## src/timer2_pkg.sv

```systemverilog
// Package with the register map, field positions and timing constants of the timer
package timer2_pkg;

  // ==========================================================================
  // Bus geometry
  localparam int ADDR_W = 8;
  localparam int DATA_W = 32;

  // ==========================================================================
  // Register byte offsets
  localparam logic [7:0] OFS_MODE_CONTROL = 8'h00;
  localparam logic [7:0] OFS_CONTROL_STATUS = 8'h04;
  localparam logic [7:0] OFS_COUNT_LOW = 8'h08;
  localparam logic [7:0] OFS_COUNT_HIGH = 8'h0C;
  localparam logic [7:0] OFS_RELOAD_LOW = 8'h10;
  localparam logic [7:0] OFS_RELOAD_HIGH = 8'h14;

  // ==========================================================================
  // Field positions in timer_mode_control
  localparam int MC_OVF_SW_CLEAR = 5;
  localparam int MC_EXT_SW_CLEAR = 4;
  localparam int MC_PRESCALE_HI = 3;
  localparam int MC_PRESCALE_LO = 2;
  localparam int MC_CLKOUT_ENABLE = 1;
  localparam int MC_DOWN_COUNT_ENABLE = 0;

  // Field positions in timer_control_status
  localparam int CS_OVERFLOW_FLAG = 7;
  localparam int CS_EXTERNAL_FLAG = 6;
  localparam int CS_SERIAL_SEL_HI = 5;
  localparam int CS_SERIAL_SEL_LO = 4;
  localparam int CS_EXTERNAL_ENABLE = 3;
  localparam int CS_RUN_CONTROL = 2;
  localparam int CS_COUNTER_SELECT = 1;
  localparam int CS_CAPTURE_RELOAD_SELECT = 0;

  // ==========================================================================
  // Reset values
  localparam logic [7:0] RST_MODE_CONTROL = 8'h00;
  localparam logic [7:0] RST_CONTROL_STATUS = 8'h00;
  localparam logic [15:0] RST_COUNT = 16'h0000;
  localparam logic [15:0] RST_RELOAD = 16'h0000;

  // ==========================================================================
  // Timing: one machine cycle is three oscillator periods
  localparam int CLK_PERIOD_NS = 10;
  localparam int MACHINE_CYCLE_NS = 30;
  localparam logic [1:0] MACHINE_CYCLE_CLKS = 2'(MACHINE_CYCLE_NS / CLK_PERIOD_NS);
  localparam logic [15:0] COUNT_TOP = 16'hFFFF;

endpackage

```

## src/timer2_core.sv

```systemverilog
// Sixteen-bit timer with capture, auto-reload, up/down, clock-out and baud ticks
// ============================================================================
// Contract
// - Count is two cascaded bytes, low byte carries into the high byte.
// - Overflow flag sticky when its software-clear bit is 1, else cleared on vectoring.
// - External flag sticky when its software-clear bit is 1, else cleared on vectoring.
// - Timer input is oscillator divided by three times prescaler plus one.
// - Nonzero serial select makes baud mode; capture/reload select then ignored.
// - Baud mode never sets the overflow flag.
// - Select zero: capture/reload and output enable pick reload, clock-out, capture, stopped.
// - Counter select picks prescaled clock or count pin falling edges.
// - Count advances only while run control is set.
// - Capture mode trigger falling edge copies count to reload pair, sets external flag.
// - Capture mode overflow sets the overflow flag, which can interrupt.
// - Auto-reload up overflow at FFFFH sets flag and loads the reload value.
// - Auto-reload up with external enable: trigger fall reloads and sets external flag.
// - One interrupt request while overflow or allowed external flag is set.
// - Reset clears down-count enable, so auto-reload counts up.
// - Up/down: trigger high counts up, low counts down to reload then loads FFFFH.
// - Up/down: external flag toggles on each wrap and never interrupts.
// - Clock-out: overflow reloads and toggles a half-rate stage onto the count pin.
// - Clock-out overflows set no interrupt request.
// - Trigger pin ignored without external enable (code still takes up/down direction from its level); never reloads or captures in baud mode.
// - Baud generation and clock-out can run together from the same overflows.
// - Baud mode high-byte rollover reloads both bytes from the reload pair.
// - Baud timer advances every one to four machine cycles per prescaler.
//
// Our own choices: the placing of the registers and the APB register port.
module timer2_core (
  input wire logic CLK_I,
  input wire logic RST_I,
  input wire logic PSEL_I,
  input wire logic PENABLE_I,
  input wire logic PWRITE_I,
  input wire logic [timer2_pkg::ADDR_W-1:0] PADDR_I,
  input wire logic [timer2_pkg::DATA_W-1:0] PWDATA_I,
  input wire logic [3:0] PSTRB_I,
  output logic [timer2_pkg::DATA_W-1:0] PRDATA_O,
  output logic PREADY_O,
  output logic PSLVERR_O,
  input wire logic IRQ_ACK_I,
  input wire logic EXT_TRIGGER_PIN_I,
  input wire logic COUNT_CLOCK_PIN_I,
  output logic COUNT_CLOCK_PIN_O,
  output logic COUNT_CLOCK_PIN_OE_O,
  output logic IRQ_O,
  output logic BAUD_TICK_O,
  output logic [1:0] SERIAL_PORT_SELECT_O
);
  import timer2_pkg::*;

  // Falling edge between two successive machine-cycle samples
  function automatic logic fell(input logic prev, input logic now);
    fell = prev & ~now;
  endfunction

  // Address match for one register offset
  function automatic logic hit(input logic [ADDR_W-1:0] addr, input logic [7:0] ofs);
    hit = (addr == ofs);
  endfunction

  // ==========================================================================
  // State
  logic [7:0] mode_q;
  logic [7:0] ctrl_q;
  logic [15:0] count_q;
  logic [15:0] count_d;
  logic [15:0] reload_q;
  logic [15:0] reload_d;
  logic ovf_flag_q;
  logic ovf_flag_d;
  logic ext_flag_q;
  logic ext_flag_d;
  logic [1:0] mc_cnt_q;
  logic [1:0] pre_cnt_q;
  logic trig_s1_q;
  logic trig_s2_q;
  logic trig_smp_q;
  logic cpin_s1_q;
  logic cpin_s2_q;
  logic cpin_smp_q;
  logic toggle_q;
  logic pready_q;
  logic pslverr_q;
  logic [DATA_W-1:0] prdata_q;
  logic irq_q;
  logic baud_tick_q;
  logic oe_q;

  // ==========================================================================
  // Field decode
  wire ovf_sw_clear = mode_q[MC_OVF_SW_CLEAR];
  wire ext_sw_clear = mode_q[MC_EXT_SW_CLEAR];
  wire [1:0] prescale_sel = mode_q[MC_PRESCALE_HI:MC_PRESCALE_LO];
  wire clkout_enable = mode_q[MC_CLKOUT_ENABLE];
  wire down_count_enable = mode_q[MC_DOWN_COUNT_ENABLE];
  wire [1:0] serial_port_select = ctrl_q[CS_SERIAL_SEL_HI:CS_SERIAL_SEL_LO];
  wire external_enable = ctrl_q[CS_EXTERNAL_ENABLE];
  wire run_control = ctrl_q[CS_RUN_CONTROL];
  wire counter_select = ctrl_q[CS_COUNTER_SELECT];
  wire capture_reload_select = ctrl_q[CS_CAPTURE_RELOAD_SELECT];

  // Mode selection; baud mode overrides the capture/reload select
  wire baud_mode = |serial_port_select;
  wire capture_mode = ~baud_mode & capture_reload_select & ~clkout_enable;
  wire stopped_mode = ~baud_mode & capture_reload_select & clkout_enable;
  wire clkout_only = ~baud_mode & ~capture_reload_select & clkout_enable;
  wire reload_mode = ~baud_mode & ~capture_reload_select & ~clkout_enable;
  // Clock-out may run beside baud generation; needs the internal clock input
  wire clkout_active = clkout_enable & ~counter_select & (baud_mode | ~capture_reload_select);
  wire updown_mode = reload_mode & down_count_enable;

  // ==========================================================================
  // Machine-cycle enable and prescaler
  wire mc_tick = (mc_cnt_q == 2'(MACHINE_CYCLE_CLKS - 2'h1));
  wire pre_tick = mc_tick & (pre_cnt_q == prescale_sel);

  // Edge detection on synchronised, machine-cycle sampled pins
  wire trig_fall = mc_tick & fell(trig_smp_q, trig_s2_q);
  wire cpin_fall = mc_tick & fell(cpin_smp_q, cpin_s2_q) & ~oe_q;
  wire count_up = ~updown_mode | trig_s2_q;

  // Count step from the selected input
  wire step = run_control & ~stopped_mode & (counter_select ? cpin_fall : pre_tick);
  wire at_top = (count_q == COUNT_TOP);
  wire overflow = step & count_up & at_top;
  wire underflow = step & ~count_up & (count_q == reload_q);
  wire wrap = overflow | underflow;
  // Low byte carries into the high byte
  wire [7:0] low_inc = count_q[7:0] + 8'h01;
  wire low_carry = (count_q[7:0] == 8'hFF);
  wire [7:0] high_inc = low_carry ? (count_q[15:8] + 8'h01) : count_q[15:8];
  wire [15:0] count_dec = count_q - 16'h0001;

  // Trigger-pin events; capture and reload never in baud mode or up/down mode
  wire trig_event = trig_fall & external_enable;
  wire trig_capture = trig_event & capture_mode;
  wire trig_reload = trig_event & reload_mode & ~down_count_enable;

  // ==========================================================================
  // APB decode; one wait state, writes take effect at the completing edge
  wire apb_access = PSEL_I & PENABLE_I;
  wire apb_done = apb_access & pready_q;
  wire apb_wr = apb_done & PWRITE_I & PSTRB_I[0];
  wire sel_mode = hit(PADDR_I, OFS_MODE_CONTROL);
  wire sel_ctrl = hit(PADDR_I, OFS_CONTROL_STATUS);
  wire sel_cl = hit(PADDR_I, OFS_COUNT_LOW);
  wire sel_ch = hit(PADDR_I, OFS_COUNT_HIGH);
  wire sel_rl = hit(PADDR_I, OFS_RELOAD_LOW);
  wire sel_rh = hit(PADDR_I, OFS_RELOAD_HIGH);
  wire sel_any = sel_mode | sel_ctrl | sel_cl | sel_ch | sel_rl | sel_rh;
  wire [7:0] wbyte = PWDATA_I[7:0];
  wire [7:0] ctrl_view = {ovf_flag_q, ext_flag_q, ctrl_q[5:0]};
  wire [7:0] rd_byte = sel_mode ? {2'h0, mode_q[5:0]} :
                       sel_ctrl ? ctrl_view :
                       sel_cl ? count_q[7:0] :
                       sel_ch ? count_q[15:8] :
                       sel_rl ? reload_q[7:0] :
                       sel_rh ? reload_q[15:8] : 8'h00;

  // ==========================================================================
  // Next count: software write, then trigger reload, then count step
  always_comb begin
    count_d = count_q;
    if (trig_reload) begin
      count_d = reload_q;
    end else if (overflow) begin
      if (capture_mode) begin
        count_d = 16'h0000;
      end else begin
        count_d = reload_q;
      end
    end else if (underflow) begin
      count_d = COUNT_TOP;
    end else if (step) begin
      count_d = count_up ? {high_inc, low_inc} : count_dec;
    end
    if (apb_wr && sel_cl) begin
      count_d[7:0] = wbyte;
    end
    if (apb_wr && sel_ch) begin
      count_d[15:8] = wbyte;
    end
  end

  // Next reload pair: capture takes the running count
  always_comb begin
    reload_d = reload_q;
    if (trig_capture) begin
      reload_d = count_q;
    end
    if (apb_wr && sel_rl) begin
      reload_d[7:0] = wbyte;
    end
    if (apb_wr && sel_rh) begin
      reload_d[15:8] = wbyte;
    end
  end

  // Overflow flag: hardware set wins over any clear
  always_comb begin
    ovf_flag_d = ovf_flag_q;
    if (IRQ_ACK_I && !ovf_sw_clear) begin
      ovf_flag_d = 1'b0;
    end
    if (apb_wr && sel_ctrl) begin
      ovf_flag_d = wbyte[CS_OVERFLOW_FLAG];
    end
    if (wrap && !baud_mode && !clkout_only) begin
      ovf_flag_d = 1'b1;
    end
  end

  // External flag: set by trigger edges, toggled as a seventeenth bit in up/down
  always_comb begin
    ext_flag_d = ext_flag_q;
    if (IRQ_ACK_I && !ext_sw_clear) begin
      ext_flag_d = 1'b0;
    end
    if (apb_wr && sel_ctrl) begin
      ext_flag_d = wbyte[CS_EXTERNAL_FLAG];
    end
    if (updown_mode && wrap) begin
      ext_flag_d = ~ext_flag_q;
    end else if (trig_event && !updown_mode) begin
      ext_flag_d = 1'b1;
    end
  end

  // External flag does not interrupt in up/down mode
  wire irq_d = ovf_flag_d | (ext_flag_d & ~updown_mode);

  // ==========================================================================
  // Machine-cycle divider and prescaler counter
  always_ff @(posedge CLK_I) begin
    if (RST_I) begin
      mc_cnt_q <= 2'h0;
      pre_cnt_q <= 2'h0;
    end else begin
      mc_cnt_q <= mc_tick ? 2'h0 : mc_cnt_q + 2'h1;
      if (pre_tick) begin
        pre_cnt_q <= 2'h0;
      end else if (mc_tick) begin
        pre_cnt_q <= pre_cnt_q + 2'h1;
      end
    end
  end

  // Pin synchronisers and per-machine-cycle samples
  always_ff @(posedge CLK_I) begin
    if (RST_I) begin
      trig_s1_q <= 1'b1;
      trig_s2_q <= 1'b1;
      trig_smp_q <= 1'b1;
      cpin_s1_q <= 1'b1;
      cpin_s2_q <= 1'b1;
      cpin_smp_q <= 1'b1;
    end else begin
      trig_s1_q <= EXT_TRIGGER_PIN_I;
      trig_s2_q <= trig_s1_q;
      cpin_s1_q <= COUNT_CLOCK_PIN_I;
      cpin_s2_q <= cpin_s1_q;
      if (mc_tick) begin
        trig_smp_q <= trig_s2_q;
        cpin_smp_q <= cpin_s2_q;
      end
    end
  end

  // Control registers; reset clears down-count enable
  always_ff @(posedge CLK_I) begin
    if (RST_I) begin
      mode_q <= RST_MODE_CONTROL;
      ctrl_q <= RST_CONTROL_STATUS;
    end else begin
      if (apb_wr && sel_mode) begin
        mode_q <= {2'h0, wbyte[5:0]};
      end
      if (apb_wr && sel_ctrl) begin
        ctrl_q <= {2'h0, wbyte[5:0]};
      end
    end
  end

  // Count, reload pair and flags
  always_ff @(posedge CLK_I) begin
    if (RST_I) begin
      count_q <= RST_COUNT;
      reload_q <= RST_RELOAD;
      ovf_flag_q <= 1'b0;
      ext_flag_q <= 1'b0;
    end else begin
      count_q <= count_d;
      reload_q <= reload_d;
      ovf_flag_q <= ovf_flag_d;
      ext_flag_q <= ext_flag_d;
    end
  end

  // Half-rate clock-out stage and pin drive
  always_ff @(posedge CLK_I) begin
    if (RST_I) begin
      toggle_q <= 1'b0;
      oe_q <= 1'b0;
    end else begin
      oe_q <= clkout_active;
      if (clkout_active && overflow) begin
        toggle_q <= ~toggle_q;
      end
    end
  end

  // Interrupt request and baud overflow tick
  always_ff @(posedge CLK_I) begin
    if (RST_I) begin
      irq_q <= 1'b0;
      baud_tick_q <= 1'b0;
    end else begin
      irq_q <= irq_d;
      baud_tick_q <= baud_mode & overflow;
    end
  end

  // APB answer: ready in the second access cycle, error on unmapped address
  always_ff @(posedge CLK_I) begin
    if (RST_I) begin
      pready_q <= 1'b0;
      pslverr_q <= 1'b0;
      prdata_q <= '0;
    end else begin
      pready_q <= apb_access & ~pready_q;
      if (apb_access && !pready_q) begin
        pslverr_q <= ~sel_any;
        prdata_q <= {24'h000000, rd_byte};
      end else begin
        pslverr_q <= 1'b0;
      end
    end
  end

  // ==========================================================================
  // Outputs, each straight from a flip-flop
  assign PRDATA_O = prdata_q;
  assign PREADY_O = pready_q;
  assign PSLVERR_O = pslverr_q;
  assign IRQ_O = irq_q;
  assign BAUD_TICK_O = baud_tick_q;
  assign SERIAL_PORT_SELECT_O = ctrl_q[CS_SERIAL_SEL_HI:CS_SERIAL_SEL_LO];
  assign COUNT_CLOCK_PIN_O = toggle_q;
  assign COUNT_CLOCK_PIN_OE_O = oe_q;

endmodule

```

## config.mk

```make
export PLATFORM = sky130hd
export DESIGN_NAME = timer2_core
export DESIGN_NICKNAME = d
export VERILOG_FILES = /design/src/timer2_pkg.sv /design/src/timer2_core.sv
export SDC_FILE = /design/constraint.sdc
export NUM_CORES = 1
export LEC_CHECK = 0
export BUFFER_PORTS_ARGS = -buffer_cell sky130_fd_sc_hd__buf_2
export CAP_MARGIN = 20
export CORE_MARGIN = 3
export CORE_UTILIZATION = 50
export CTS_CLUSTER_DIAMETER = 60
export DETAILED_ROUTE_END_ITERATION = 12
export PLACE_DENSITY_LB_ADDON = 0.12
export SYNTH_ARGS = -nofsm -noshare
export SYNTH_HDL_FRONTEND = slang
export SYNTH_SLANG_ARGS = --single-unit
```

## constraint.sdc

```tcl
create_clock -name CLK_I -period 2 [get_ports CLK_I]
set_input_delay 0.1 -clock CLK_I [delete_from_list [all_inputs] [get_ports CLK_I]]
set_output_delay 0.1 -clock CLK_I [all_outputs]
set_load 0.05 [all_outputs]
```

Yosys cells after proc, flatten, opt, wreduce, memory -nomap -nowiden
Cells that the tools add are included. W data, S select, Z words.

Add/subtract/negate cells: 5. Eq/ne operators: 11. Mux-type cells: 26. Bitwise gates (word level): 57. Reductions and logical operators: 30.

Operator list (number): $mux W16 (7); $mux W8 (11); $and A1 B1 Y1 (32); $add A8 B1 Y8 const B (2); $eq A16 B16 Y1 (1); $eq A16 B16 Y1 const B (1); $eq A8 B4 Y1 const B (2); $eq A8 B5 Y1 const B (2); $not A1 Y1 (16); $sub A16 B1 Y16 const B (1); $logic_and A1 B1 Y1 (14); $reduce_bool A5 Y1 (2); $or A1 B1 Y1 (9); $eq A8 B3 Y1 const B (1); $eq A8 B8 Y1 const B (1); $logic_not A8 Y1 (1); $mux W1 (8); $reduce_or A2 Y1 (4); $logic_not A1 Y1 (6); $ne A6 B1 Y1 const B (1); $add A2 B1 Y2 const B (2); $reduce_bool A2 Y1 (2); $eq A2 B2 Y1 (1); $eq A2 B2 Y1 const B (1); $reduce_and A2 Y1 (1).

Flip-flop bits (word level): 70. Bits of input ports: 52. Output and inout port bits: 40.

Longest topological paths before layout
Depth in word-level cells: 15. Gate-level depth with buffers: 9. Depth with buffers taken out: 9.

Worst setup path before layout
No wires, ideal clock.

Path kind: register to register. Start: register pready_q, in the netlist PREADY_O. End: register count_q[5]. Arrival: 2063 ps. Required time: 1869 ps. Path slack: -194 ps. Stages on the path, launching flop included: 9. Buffers on the path: 1. Path through: dfxtp_1 -> nand3_1 -> nor3_1 -> clkbuf_1 -> a21oi_1 -> o21ai_0 -> nor2_1 -> a221oi_1 -> o22ai_1.

Longest elaborated chain between the ends: 5. Elaborated cells on any way between the ends: 6. Classes of those cells: mux (1); bitwise (3); reduce/logical (2).

Ends and longest elaborated chain: start, declared (line timer2_core.sv:83) `logic pready_q;`; start signal, assigned (line timer2_core.sv:331) `pready_q <= apb_access & ~pready_q;`; $and A1 B1 Y1 (*) (line timer2_core.sv:143) `wire apb_done = apb_access & pready_q;`; $and A1 B1 Y1 (*) (2 in series) (line timer2_core.sv:144) `wire apb_wr = apb_done & PWRITE_I & PSTRB_I[0];`; $logic_and A1 B1 Y1 (*) (line timer2_core.sv:178) `if (apb_wr && sel_cl) begin`; $reduce_bool A5 Y1 (no source line) / $mux W8 (equally long branches); end signal, assigned (line timer2_core.sv:293) `count_q <= count_d;`; end, declared (line timer2_core.sv:66) `logic [15:0] count_q;`.

Mark *: on every way between the ends. The rest lies on a longest branch, timed or not. A chain may end at the register's enable or synchronous reset.

Worst setup path in the final report
Start: register count_q[1]. End: register count_q[7].

Longest elaborated chain between the ends: 7. Elaborated cells on any way between the ends: 13. Classes of those cells: add/sub (2); eq/ne (2); mux (6); bitwise (2); reduce/logical (1).

Ends and longest elaborated chain: $sub A16 B1 Y16 / $add A8 B1 Y8 (equally long branches) (line timer2_core.sv:133, timer2_core.sv:130); $mux W16 (line timer2_core.sv:176) `count_d = count_up ? {high_inc, low_inc} : count_dec;`; $mux W16 (line timer2_core.sv:175) `end else if (step) begin`; $mux W16 (line timer2_core.sv:173) `end else if (underflow) begin`; $mux W16 (line timer2_core.sv:167) `end else if (overflow) begin`; $mux W16 (line timer2_core.sv:165) `if (trig_reload) begin`; $mux W8 (line timer2_core.sv:178).

Parallel ways exist; a longest one is shown, timed or not. The select of a mux whose other input is x is not followed.

==> results by group <==
Worst setup path
  • Critical path fanouts, max: 4
  • Crit path DAT: 2440 ps
  • R2R Setup Slk: -160 ps
  • CP max-delay cell: or3_4
  • Worst r2r src: count_q[1]$_SDFFE_PP0P_
  • Worst r2r path cells: 9
  • Crit path buf inv count: 2
  • CP Launch Type: flip-flop
  • Crit Path Category: reg -> reg
  • Cell-by-cell listing of the critical path: buf_4 -> xor2_1 -> nor4_1 -> nand4_1 -> or3_4 -> buf_6 -> o22ai_4 -> nor2_1 -> o22ai_1
  • Critical Path RT: 2280 ps
  • Max incr delay on CP: 490 ps
  • CP endpoint kind: flip-flop
  • Cell family with most CP delay: simple AND/OR/NAND/NOR gates
  • Reg2reg end: count_q[7]$_SDFFE_PP0P_
  • WP depth: 9

CTS
  • CTS root buf: clkbuf_8
  • Worst-skew pair later-pin latency: 350 ps
  • Clock sinks: 70
  • H-tree depth: 3
  • Clock Pin Slew Worst Setup and Hold Paths: 90 ps
  • CTS Buffer Depth: 2
  • TritonCTS buffer count: 9
  • CTS tree: yes

Synth
  • Synth unique cells: 74
  • Gate Count Post-Synth: 590
  • Post-synth ARST share: 0%
  • Post-synth top area cell: dfxtp_1
  • Post-synthesis cell area: 0.004667 mm2
  • Yosys reg bits: 70
  • Mean Syn Cell Area: 7.910 um2
  • Top FF cell, synth: dfxtp_1
  • Synth warn: 0
  • Seq/Total Area, Yosys: 30.03%
  • Synth top area share: 30.03%
  • Ranking of synthesized cells by area: dfxtp_1 30%, nor2_1 5.0%, nand2_1 4.7%
  • Post-synth EDFFs: 0

Timing
  • RSZ-0062 raised after global routing: true
  • Worst clock skew: 8.037 ps
  • PnR worst setup slack: -162.5 ps
  • Slew Limit Fails: 0
  • Hold Vio Cnt, Final: 0
  • Final setup fails: 20
  • Post-layout min period: 2163 ps
  • F_max: 462.4 MHz
  • Period Utilization, post-route: 108.1%

Run status
  • Failing checks: design-rule violations, negative setup slack
  • Status: complete, but fails checks

Global route
  • First-pass GRT wire length: 25160 um
  • Global-route usage over all layers: 31.68%
  • Vias in the first global route: 4706
  • Grt ovf: 0
  • Initial antenna violation count: 0
  • Pin count of the biggest net entering global routing: 72

Placed design
  • Pre-CTS WS: -184.9 ps
  • Post-Place Cells: 820
  • IO buf count: 40
  • Routability-driven placement congestion ratio: 0.9439
  • Hpwl dp: 12170 um

Drt
  • Drt pass-1 iters: 9
  • Drt initial violations: 405
  • Routed vias: 5128
  • Routed Wire Length: 16780 um
  • Via density: 5.984
  • Post-DRT Antenna Nets: 0
  • Drt wl/cell: 19.58 um
  • # DRC: 2

Power and ir drop
  • PD cells: 479.6 mW/mm2
  • Leakage power: 0.002828 uW
  • IR drop worst, VDD: 0.4124 mV

Layout
  • Fin util: 74.02%
  • Final net count: 802
  • Most common cell after layout, fill and taps aside: buf_4
  • Area Growth Syn to Fin: 41.02%
  • Non-filler cells, final: 857
  • Commonest cells after routing, fill and taps aside: 135 x buf_4, 54 x dfxtp_1, 54 x nand2_1
  • Layout cells sized above 1: 40.59%
  • Antenna diodes: 0

Floorplan
  • Die Span X: 102.6 um
  • Ports: 92
  • Core area: 0.008891 mm2
  • Initial Utilization: 52.49%
  • Die area: 0.01053 mm2
  • Site Rows: 34
  • Die Y: 102.6 um

Hold path
  • Hold Crit Class: in -> reg
  • HP Start: PADDR_I[3]
  • Worst Hold End: PSLVERR_O$_SDFF_PP0_
  • Hold path cells: 3

Job
  • Maxcap violations: 0
[how the worst max path moves through the flow]
stage                                   startpoint                      end  slack [ps]
after global placement     count_q[7]$_SDFFE_PP0P_    ext_flag_q$_SDFF_PP0_        -180
final                      count_q[1]$_SDFFE_PP0P_  count_q[7]$_SDFFE_PP0P_        -160
after detailed placement   count_q[6]$_SDFFE_PP0P_  count_q[2]$_SDFFE_PP0P_        -180
after global routing      count_q[14]$_SDFFE_PP0P_  count_q[7]$_SDFFE_PP0P_        -230
after CTS                  count_q[6]$_SDFFE_PP0P_  count_q[7]$_SDFFE_PP0P_        -130
after floorplan            count_q[1]$_SDFFE_PP0P_  count_q[5]$_SDFFE_PP0P_          -9
[sequential cells by signal, summed over array words and instances, names as in the netlist, 2 cells and up]
name,count
PRDATA_O,8
count_q,16
ctrl_q,6
mc_cnt_q,2
mode_q,6
pre_cnt_q,2
reload_q,16
[power breakdown]
group	internal, uW	total [uW]	switching, uW	leakage (uW)
sequential	1410	1430	16.7	0.000577
clock	723	1370	650	0.000112
combinational	86.7	352	266	0.00214
total	2220	3160	932	0.00283
[per-stage QoR]
stage | power [uW] | hold slack [ps] | setup TNS (ps) | cell area [um2]
global route | 3241 | 48.05 | -3359 | 6581
global placement | 1795 | 285.7 | -2318 | 5738
finish | 3156 | 56.19 | -2078 | 6581
floorplan | 1740 | 203.8 | -26.57 | 4795
CTS | 3153 | 50.60 | -1694 | 6225
detailed placement | 1802 | 286.6 | -2391 | 5738
[worst min-delay path, stage by stage]
cell and delay [ps]:
buf_2 130, nand2_1 60, a21boi_0 80
[layout make-up]
type / instances / area, um2
clock buffer: 9 / 123.9
clock inverter: 7 / 105.1
fill: 668 / 2310
inverter: 9 / 38.79
multi-input combinational: 463 / 3316
sequential: 70 / 1436
tap: 108 / 135.1
timing repair buffer: 191 / 1426
[per-layer routing]
layer / track usage [%] / wire [um] / part of all wire [%]
met1: 42.13 / 7040 / 42
met2: 50.99 / 7781 / 46
met3: 6.901 / 1539 / 9.2
met4: 10.70 / 421 / 2.5
met5: 0 / 0 / 0
[logic make-up (layout without fill, tap and decap cells)]
kind of cell / after synthesis / count (layout) / synth area share [%]
AOI/OAI and AO/OA: 158 / 158 / 23.35
xor gates and xnor gates: 33 / 33 / 6.193
adders and majority gates: 6 / 6 / 1.609
buffers and inverters: 80 / 216 / 9.517
DFF: 70 / 70 / 30.03
muxes: 22 / 22 / 4.745
other: 1 / 24 / 0.08035
and+or+nand+nor: 220 / 220 / 24.48
[timing repair]
action	in CTS	in global routing
endpoints found under the hold margin	2	0
setup buffers	7	12
gates resized for setup	42	64
pin swaps	21	42
hold buffers	2	0
endpoints found under the setup margin	20	20
[cell usage after synthesis, drive strengths merged, types with 3 or more instances]
master	n
a22oi	12
nor2	64
a21oi	36
ha	6
xor2	24
nor3	14
clkbuf	25
buf	46
inv	9
nand4	7
xnor2	9
a31oi	6
nand2	60
or3	7
and2	7
a22o	5
o22ai	7
or2	10
and3	6
a222oi	6
nor4	7
o32ai	5
o21ai	28
nor2b	6
mux2i	21
o31ai	6
dfxtp	70
nand3	18
a21o	3
a211oi	27
o211ai	4
Power figures use the tool's default switching activity.
